[src/msc_pkg.sv]
// constants for the mode and supply control register bank
package msc_pkg;
    // register addresses, seven bit
    localparam logic [6:0] ADDR_MS      = 7'h01;
    localparam logic [6:0] ADDR_HW      = 7'h02;
    // mode and supply control fields
    localparam int         MODE_HI      = 7;
    localparam int         MODE_LO      = 6;
    localparam int         REG2_HI      = 4;
    localparam int         REG2_LO      = 3;
    localparam int         OV_EN_BIT    = 2;
    localparam int         THR_HI       = 1;
    localparam int         THR_LO       = 0;
    // hardware behaviour control fields
    localparam int         SRO_CFG_BIT  = 6;
    localparam int         FO_SW_BIT    = 5;
    localparam int         WD_CNT_BIT   = 0;
    // writable bits, reserved bits read as zero
    localparam logic [7:0] MS_MASK      = 8'hDF;
    localparam logic [7:0] HW_MASK      = 8'h61;
    // bits kept on restart
    localparam logic [7:0] MS_KEEP      = 8'h03;
    localparam logic [7:0] HW_KEEP      = 8'h41;
    localparam logic [7:0] MS_RESET     = 8'h00;
    localparam logic [7:0] HW_RESET     = 8'h00;
    // mode codes
    localparam logic [1:0] MODE_NORMAL  = 2'h0;
    localparam logic [1:0] MODE_SLEEP   = 2'h1;
    localparam logic [1:0] MODE_STOP    = 2'h2;
    localparam logic [1:0] MODE_SOFTRST = 2'h3;
    // second regulator codes
    localparam logic [1:0] REG2_OFF     = 2'h0;
    localparam logic [1:0] REG2_NORM    = 2'h1;
    localparam logic [1:0] REG2_NSTOP   = 2'h2;
    localparam logic [1:0] REG2_ALWAYS  = 2'h3;
    // watchdog failure counts
    localparam logic [1:0] WD_LIMIT_ONE = 2'h1;
    localparam logic [1:0] WD_LIMIT_TWO = 2'h2;
    // serial frame
    localparam logic [4:0] FRAME_BITS   = 5'h10;
    localparam logic [4:0] ADDR_BITS    = 5'h08;
    // timing
    localparam int         CLK_NS       = 50;
    localparam int         RPIN_LOW_NS  = 2000;
    localparam logic [7:0] RPIN_LOW_CYC = 8'((RPIN_LOW_NS + CLK_NS - 1) / CLK_NS);
    // reset pin sequencer
    typedef enum logic [1:0] {RP_IDLE = 2'b00, RP_LOW = 2'b01} msc_rp_t;
endpackage

[src/msc_pin_sync.sv]
// three stage pin synchroniser with agreement filter
`timescale 1ns/1ps
module msc_pin_sync
    import msc_pkg::*;
#(
    parameter int           W       = 3,
    // stages start at the pin's idle level so no false edge follows reset
    parameter logic [W-1:0] RST_VAL = {W{1'b0}}
)
(
    // clock and reset
    input  wire logic         clk_in,
    input  wire logic         rst_in,
    // pins and filtered levels
    input  wire logic [W-1:0] pin_in,
    output logic      [W-1:0] lvl_out
);
    genvar i;
    generate
        for (i = 0; i < W; i++)
        begin : g_bit
            logic s1_q;
            logic s2_q;
            logic s3_q;
            // first stage feeds only the second
            always_ff @(posedge clk_in or posedge rst_in)
            begin
                if (rst_in)
                begin
                    s1_q <= RST_VAL[i];
                    s2_q <= RST_VAL[i];
                    s3_q <= RST_VAL[i];
                end
                else
                begin
                    s1_q <= pin_in[i];
                    s2_q <= s1_q;
                    s3_q <= s2_q;
                end
            end
            // lvl_out reset value is a constant per pin
            always_ff @(posedge clk_in or posedge rst_in)
            begin
                if (rst_in)
                    lvl_out[i] <= RST_VAL[i];
                else if (s2_q == s3_q)
                    lvl_out[i] <= s3_q;
            end
        end
    endgenerate
endmodule

[src/msc_spi_shift.sv]
// serial frame receiver and reply shifter, lsb first
`timescale 1ns/1ps
module msc_spi_shift
    import msc_pkg::*;
(
    // clock and reset
    input  wire logic       clk_in,
    input  wire logic       rst_in,
    // filtered pins
    input  wire logic       sclk_in,
    input  wire logic       cs_n_in,
    input  wire logic       sdi_in,
    // register side
    input  wire logic [7:0] rd_data_in,
    output logic      [6:0] addr_out,
    output logic            wr_out,
    output logic      [7:0] wdata_out,
    output logic            addr_valid_out,
    output logic            frame_done_out,
    output logic            sdo_out,
    output logic            sdo_oe_n_out
);
    logic        sclk_q;
    logic        cs_n_q;
    logic [15:0] rx_q;
    logic [4:0]  cnt_q;
    logic [8:0]  tx_q;
    wire         rise = sclk_in & ~sclk_q & ~cs_n_in;
    wire         fall = ~sclk_in & sclk_q & ~cs_n_in;
    wire         cs_start = ~cs_n_in & cs_n_q;
    wire         cs_end = cs_n_in & ~cs_n_q;
    wire         hit8 = fall && (cnt_q == ADDR_BITS - 5'h01);
    always_ff @(posedge clk_in or posedge rst_in)
    begin
        if (rst_in)
        begin
            sclk_q         <= 1'b0;
            cs_n_q         <= 1'b1;
            rx_q           <= 16'h0000;
            cnt_q          <= 5'h00;
            tx_q           <= 9'h000;
            addr_out       <= 7'h00;
            wr_out         <= 1'b0;
            wdata_out      <= 8'h00;
            addr_valid_out <= 1'b0;
            frame_done_out <= 1'b0;
            sdo_out        <= 1'b0;
            sdo_oe_n_out   <= 1'b1;
        end
        else
        begin
            sclk_q         <= sclk_in;
            cs_n_q         <= cs_n_in;
            sdo_oe_n_out   <= cs_n_in;
            addr_valid_out <= hit8;
            // short or long frames are dropped
            frame_done_out <= cs_end && (cnt_q == FRAME_BITS);
            if (cs_start)
            begin
                cnt_q <= 5'h00;
                tx_q  <= 9'h000;
            end
            else if (fall)
            begin
                rx_q <= {sdi_in, rx_q[15:1]};
                if (cnt_q != 5'h1F)
                    cnt_q <= cnt_q + 5'h01;
            end
            else if (rise)
                tx_q <= {1'b0, tx_q[8:1]};
            // reply holds the value before any write
            if (addr_valid_out)
                tx_q <= {rd_data_in, tx_q[0]};
            if (hit8)
            begin
                addr_out <= rx_q[15:9];
                wr_out   <= sdi_in;
            end
            if (cs_end)
                wdata_out <= rx_q[15:8];
            sdo_out <= tx_q[0];
        end
    end
endmodule

[src/msc_ctrl_top.sv]
// mode and supply control plus hardware behaviour control registers
// Contract
// - mode field: normal, sleep, stop, soft reset
// - soft reset pulls reset pin unless configured
// - second regulator switch field sets regulator on
// - overvoltage sets flag; reaction only when enabled
// - threshold field selects one of four
// - stop to sleep write is refused
// - restart sets mode field to normal
// - restart and overtemp clear regulator field
// - write reply shows previous register value
// - reserved bits always read zero
// - software bit forces failure outputs on
// - count bit picks first or second failure
// - event driven failure outputs need flag clear
// - restart clears software failure bit
// - reset clears all; restart keeps some bits
// - frame is address, access bit, data byte
// - access bit one writes, zero reads
`timescale 1ns/1ps
module msc_ctrl_top
    import msc_pkg::*;
(
    // clock and reset
    input  wire logic       MCLK_IN,
    input  wire logic       RST_IN,
    // serial pins
    input  wire logic       SCLK_IN,
    input  wire logic       CS_N_IN,
    input  wire logic       SDI_IN,
    output logic            SDO_OUT,
    output logic            SDO_OE_N_OUT,
    // device events
    input  wire logic       RESTART_IN,
    input  wire logic       OVERTEMP_IN,
    input  wire logic       OV_IN,
    input  wire logic       OV_FLAG_CLR_IN,
    input  wire logic       FAILURE_IN,
    input  wire logic       FAILSAFE_IN,
    // device controls
    output logic [1:0]      MODE_OUT,
    output logic            REG2_ON_OUT,
    output logic [1:0]      RST_THR_OUT,
    output logic            OV_FLAG_OUT,
    output logic            OV_REQ_OUT,
    output logic            FAIL_OUTS_OUT,
    output logic            RESET_PIN_N_OUT,
    output logic            SOFT_RESET_OUT,
    output logic [1:0]      WD_LIMIT_OUT
);
    ////////////////////////////////////////////////////////////////////////
    logic [2:0] pin_lvl;
    logic [6:0] addr;
    logic       wr;
    logic [7:0] wdata;
    logic       addr_valid;
    logic       frame_done;
    logic [7:0] ms_q;
    logic [7:0] ms_d;
    logic [7:0] hw_q;
    logic [7:0] hw_d;
    logic       ov_flag_q;
    logic [7:0] rpin_cnt_q;
    logic [7:0] rd_data;
    msc_rp_t    rp_q;

    // link clock idles low, select idles high
    msc_pin_sync #(
        .W       (3),
        .RST_VAL (3'h2)
    ) u_sync (
        .clk_in  (MCLK_IN),
        .rst_in  (RST_IN),
        .pin_in  ({SDI_IN, CS_N_IN, SCLK_IN}),
        .lvl_out (pin_lvl)
    );

    msc_spi_shift u_shift (
        .clk_in         (MCLK_IN),
        .rst_in         (RST_IN),
        .sclk_in        (pin_lvl[0]),
        .cs_n_in        (pin_lvl[1]),
        .sdi_in         (pin_lvl[2]),
        .rd_data_in     (rd_data),
        .addr_out       (addr),
        .wr_out         (wr),
        .wdata_out      (wdata),
        .addr_valid_out (addr_valid),
        .frame_done_out (frame_done),
        .sdo_out        (SDO_OUT),
        .sdo_oe_n_out   (SDO_OE_N_OUT)
    );

    ////////////////////////////////////////////////////////////////////////
    // decode; frame layout and access bit
    wire        sel_ms = (addr == ADDR_MS);
    wire        sel_hw = (addr == ADDR_HW);
    // reply mux reads registers before the frame ends
    assign rd_data = sel_ms ? ms_q : (sel_hw ? hw_q : 8'h00);
    wire        wr_ms = frame_done & wr & sel_ms;
    wire        wr_hw = frame_done & wr & sel_hw;
    wire [1:0]  cur_mode = ms_q[MODE_HI:MODE_LO];
    wire [1:0]  wr_mode = wdata[MODE_HI:MODE_LO];
    // code three starts a soft reset
    wire        soft_rst = wr_ms && (wr_mode == MODE_SOFTRST);
    // mode field left alone on this request
    wire        stop_sleep = wr_ms && (cur_mode == MODE_STOP) && (wr_mode == MODE_SLEEP);
    wire [1:0]  new_mode = stop_sleep ? cur_mode : wr_mode;
    // reserved bits masked away on store
    wire [7:0]  ms_wr_val = {new_mode, wdata[5:0]} & MS_MASK;
    wire [7:0]  hw_wr_val = wdata & HW_MASK;
    // restart keeps threshold only: mode normal, regulator off
    wire [7:0]  ms_rst_val = ms_q & MS_KEEP;
    // restart drops the software failure bit
    wire [7:0]  hw_rst_val = hw_q & HW_KEEP;

    ////////////////////////////////////////////////////////////////////////
    // hardware updates take priority over a write in the same cycle, except a soft reset write, which overrides restart
    always_comb
    begin
        ms_d = ms_q;
        hw_d = hw_q;
        if (soft_rst)
        begin
            ms_d = MS_RESET;
            hw_d = HW_RESET;
        end
        else if (RESTART_IN)
        begin
            ms_d = ms_rst_val;
            hw_d = hw_rst_val;
        end
        else
        begin
            if (wr_ms)
                ms_d = ms_wr_val;
            if (wr_hw)
                hw_d = hw_wr_val;
            if (OVERTEMP_IN)
                ms_d[REG2_HI:REG2_LO] = REG2_OFF;
        end
    end

    always_ff @(posedge MCLK_IN or posedge RST_IN)
    begin
        if (RST_IN)
        begin
            ms_q <= MS_RESET;
            hw_q <= HW_RESET;
        end
        else
        begin
            ms_q <= ms_d;
            hw_q <= hw_d;
        end
    end

    ////////////////////////////////////////////////////////////////////////
    // regulator enable from switch field and current mode
    wire        mode_norm = (cur_mode == MODE_NORMAL);
    wire        mode_stop = (cur_mode == MODE_STOP);
    wire [1:0]  reg2_fld = ms_q[REG2_HI:REG2_LO];
    wire        reg2_on = (reg2_fld == REG2_NORM && mode_norm)
                        | (reg2_fld == REG2_NSTOP && (mode_norm || mode_stop))
                        | (reg2_fld == REG2_ALWAYS && !FAILSAFE_IN);
    // flag set wins over its clear
    wire        ov_flag_d = OV_IN | (ov_flag_q & ~OV_FLAG_CLR_IN);
    // reaction request only when enabled
    wire        ov_req = OV_IN & ms_q[OV_EN_BIT];
    // event driven outputs stay until failure flag clears
    wire        fail_outs = hw_q[FO_SW_BIT] | FAILURE_IN;
    // failure count select
    wire [1:0]  wd_limit = hw_q[WD_CNT_BIT] ? WD_LIMIT_ONE : WD_LIMIT_TWO;
    // pin pulled only when config bit clear
    wire        rpin_pull = soft_rst & ~hw_q[SRO_CFG_BIT];

    always_ff @(posedge MCLK_IN or posedge RST_IN)
    begin
        if (RST_IN)
        begin
            MODE_OUT       <= MODE_NORMAL;
            REG2_ON_OUT    <= 1'b0;
            RST_THR_OUT    <= 2'h0;
            ov_flag_q      <= 1'b0;
            OV_REQ_OUT     <= 1'b0;
            FAIL_OUTS_OUT  <= 1'b0;
            SOFT_RESET_OUT <= 1'b0;
            WD_LIMIT_OUT   <= WD_LIMIT_TWO;
        end
        else
        begin
            MODE_OUT       <= cur_mode;
            REG2_ON_OUT    <= reg2_on;
            RST_THR_OUT    <= ms_q[THR_HI:THR_LO];
            ov_flag_q      <= ov_flag_d;
            OV_REQ_OUT     <= ov_req;
            FAIL_OUTS_OUT  <= fail_outs;
            SOFT_RESET_OUT <= soft_rst;
            WD_LIMIT_OUT   <= wd_limit;
        end
    end
    assign OV_FLAG_OUT = ov_flag_q;

    ////////////////////////////////////////////////////////////////////////
    // reset pin low for a fixed time after a soft reset
    always_ff @(posedge MCLK_IN or posedge RST_IN)
    begin
        if (RST_IN)
        begin
            rp_q            <= RP_IDLE;
            rpin_cnt_q      <= 8'h00;
            RESET_PIN_N_OUT <= 1'b1;
        end
        else
        begin
            case (rp_q)
                RP_IDLE:
                begin
                    if (rpin_pull)
                    begin
                        rp_q            <= RP_LOW;
                        rpin_cnt_q      <= RPIN_LOW_CYC - 8'h01;
                        RESET_PIN_N_OUT <= 1'b0;
                    end
                end
                RP_LOW:
                begin
                    // a new soft reset restarts the low time
                    if (rpin_pull)
                        rpin_cnt_q <= RPIN_LOW_CYC - 8'h01;
                    else if (rpin_cnt_q == 8'h00)
                    begin
                        rp_q            <= RP_IDLE;
                        RESET_PIN_N_OUT <= 1'b1;
                    end
                    else
                        rpin_cnt_q <= rpin_cnt_q - 8'h01;
                end
                default:
                begin
                    rp_q            <= RP_IDLE;
                    RESET_PIN_N_OUT <= 1'b1;
                end
            endcase
        end
    end
endmodule

[config.mk]
export PLATFORM = sky130hd
export DESIGN_NAME = msc_ctrl_top
export DESIGN_NICKNAME = d
export VERILOG_FILES = /design/src/msc_pkg.sv /design/src/msc_pin_sync.sv /design/src/msc_spi_shift.sv /design/src/msc_ctrl_top.sv
export SDC_FILE = /design/constraint.sdc
export NUM_CORES = 1
export LEC_CHECK = 0
export BUFFER_PORTS_ARGS = -buffer_cell sky130_fd_sc_hd__buf_4
export CORE_MARGIN = 10
export CORE_UTILIZATION = 35
export CTS_CLUSTER_DIAMETER = 200
export DETAILED_ROUTE_END_ITERATION = 8
export GPL_TIMING_DRIVEN = 0
export SLEW_MARGIN = 0
export SYNTH_ARGS = -nofsm -noshare
export SYNTH_HDL_FRONTEND = slang
export SYNTH_HIERARCHICAL = 1
export SYNTH_SLANG_ARGS = --single-unit
[constraint.sdc]
create_clock -name MCLK_IN -period 6.43 [get_ports MCLK_IN]
set_input_delay 1.6075 -clock MCLK_IN [delete_from_list [all_inputs] [get_ports MCLK_IN]]
set_output_delay 1.6075 -clock MCLK_IN [all_outputs]
set_load 0.02 [all_outputs]
==> results.yml <==
outcome:
  outcome: "finished clean"
synthesis:
  yosys.area.top_type: "dfrtp_1"
  synth-main-ff-cell: "dfrtp_1"
  yosys_warnings: 6
  netlist_area_sq_um: 3846
  synth_commonest_cells: "dfrtp_1 (79), mux2_2 (19), nand2_1 (18)"
  yosysSeqAreaShare_pct: 56.18
  async_flop_share_pct: 100.0
  yosys.area.top_type_share_pct: 51.40
  syn_nets: 325
  synth_area_leaders: "dfrtp_1 (51%), mux2_2 (5.6%), dfstp_2 (4.8%), mux2_4 (3.1%), nand2_1 (1.8%)"
  yosysUniqueCellTypes: 61
  ys_ff_latch: 86
  synthCells: 309
  avgSynthCellArea_sq_um: 12.45
  yosysMostFrequentCell: "dfrtp_1"
  synth-edff-count: 0
floorplanning:
  io_pins: 25
  fp.dieW_um: 124.8
  start_util_pct: 35.64
  dieArea_sq_um: 15580
  rows: 38
  floorplan.core_area_sq_um: 10790
  die_h_um: 124.8
timing:
  setup_violations: 0
  min_period_over_period_pct: 42.16
  max_slew_margin_pct: 22.62
  tns_ns: 0
  hold_slack_ns: 0.3573
  slew_viol_final: 0
  rsz0062_at_grt: "false"
  setup_slack_ns: 3.719
  tightestPinTransition_ns: 1.159
  finalHoldViolations: 0
  fmax_mhz: 368.9
  finClkSkew_ns: 0.01466
  fin_crit_ns: 2.711
layout:
  fill_cells: 1014
  post-route-util_pct: 40.92
  final_area_sq_um: 4417
  area_delta_synth_final_pct: 14.83
  fin_cells: 488
  fin_nets: 359
  antenna_cells: 0
  layout-drive-gt1-share_pct: 29.89
  ff_latch_area_sq_um: 2161
  multi_input_area_sq_um: 1511
power:
  ir_drop_uv: 111.2
  p_leak_nw: 1.999
  finalPower_mw: 1.158
  power_density_nw_per_um2: 262.2
clock_tree:
  post-cts-setup-buffer-count: 0
  clockBufferDepth: 2
  cts_hold_buf: 0
  clkLatencyLatePin_ns: 0.36
  cts_tree: "done"
  cts_buffers: 9
  cts-root-buf: "clkbuf_8"
  post_cts_resized: 0
  cts.sinks: 86
  htreeDepth: 3
  cts.clk_slew.worst_paths_ns: 0.08
routing:
  viasPerCell: 5.145
  wirelength_um: 7435
  first_pass_iters: 6
  drt_iter0_drc: 191
  wire_per_inst_um: 15.24
  drc: 0
  ant_nets: 0
  vias: 2511
place:
  dpl.hpwl_um: 5269
  port_buffers: 23
  dp_slack_ns: 3.665
  globalplace.congestion: 0.7970
  dpl_cell_area_sq_um: 4194
  dp_cells: 472
global_route:
  grt_overflow_total: 0
  grt_start_max_net_pins: 44
  antenna_found_initial: 0
  grt_pass1_wl_um: 12890
  grt_usage_pct: 9.785
  grt_pass1_vias: 2569
worst_setup_path:
  critical_path_class: "register to output pin"
  path_cells: "buf_4"
  cp_data_arrival_time_ns: 1.10
  path_buf_inv: 1
  path_delay_family: "flip-flops"
  path_max_fanout: 5
  crit_slowest_cell: "dfstp_2"
  required_ns: 4.82
  critPathLaunchType: "register"
  worst_setup_path_end_kind: "output pin"
  cp_slowest_stage_delay_ns: 0.60
run:
  drv.max_cap_violation_count: 0
worst_hold_path:
  worstHoldPathType: "register to register"
[area by class of cell]
type	count	area share (%)
plain buffers	13	2.493
clock buffers	11	3.201
clock inverters	5	1.841
inverters	17	1.445
multi-input cells	193	34.22
flip-flops and latches	86	48.92
well taps	140	3.966
repair buffers	23	3.909
[sequential cells by signal, indices dropped and copies added (netlist names), 5 cells and up]
| name | flops |
|---|---|
| ms_q | 7 |
| rpin_cnt_q | 8 |
| u_shift/addr_out | 7 |
| u_shift/cnt_q | 5 |
| u_shift/rx_q | 8 |
| u_shift/tx_q | 9 |
| u_shift/wdata_out | 8 |
[layout by cell type, fill, tap and decap left out, types with 6 or more instances in the layout]
| cell | Yosys | routed |
|---|---|---|
| a31oi_1 | 8 | 8 |
| nand2_1 | 18 | 18 |
| clkbuf_8 | 1 | 11 |
| inv_1 | 17 | 16 |
| o21ai_0 | 10 | 10 |
| a21oi_1 | 13 | 13 |
| o41ai_1 | 6 | 6 |
| nand4_1 | 9 | 9 |
| and2_1 | 8 | 8 |
| mux2_4 | 8 | 8 |
| dfstp_2 | 7 | 7 |
| nor2_1 | 8 | 8 |
| dfrtp_1 | 79 | 79 |
| and3_1 | 6 | 6 |
| buf_4 | 0 | 23 |
| mux2_2 | 19 | 19 |
[path summary, 6_finish.rpt]
kind                                      start                   end  slack [ns]  cells after the start
setup / recovery                 u_shift/cs_n_q          SDO_OE_N_OUT        3.72                      1
hold / removal             u_sync/g_bit[2].s1_q  u_sync/g_bit[2].s2_q        0.36                      0
setup reg to reg               u_shift/cnt_q[0]      u_shift/cnt_q[3]        4.13                      6
hold reg to reg            u_sync/g_bit[2].s1_q  u_sync/g_bit[2].s2_q        0.36                      0
max in group asynchronous                RST_IN         rpin_cnt_q[0]        4.14                      2
min in group asynchronous                RST_IN     u_sync/lvl_out[0]        1.28                      2
[report_power, final]
| part | switching (mW) | internal (mW) | leakage, nW | total, mW |
|---|---|---|---|---|
| Clock | 0.191 | 0.230 | 0.110 | 0.421 |
| Combinational | 0.0590 | 0.0605 | 0.761 | 0.120 |
| Sequential | 0.0346 | 0.583 | 1.13 | 0.617 |
[cell families (layout without fill, tap and decap cells)]
| family | count (synthesis) | after routing | synth area share (%) |
|---|---|---|---|
| compound gates | 67 | 67 | 12.62 |
| xor+xnor | 1 | 1 | 0.2278 |
| fa+ha+maj | 8 | 8 | 2.505 |
| buf+inv | 30 | 69 | 4.521 |
| flops | 86 | 86 | 56.18 |
| mux | 30 | 30 | 9.467 |
| simple gates | 87 | 87 | 14.48 |
[layer usage]
| layer | wire length, um | GRT usage [%] | part of all wire (%) |
|---|---|---|---|
| met2 | 3374 | 14.73 | 45 |
| met4 | 114 | 3.659 | 1.5 |
| met5 | 0 | 0 | 0 |
| met3 | 288 | 3.021 | 3.9 |
| met1 | 3656 | 12.87 | 49 |
Note: power is estimated with default switching activity, not from simulation.
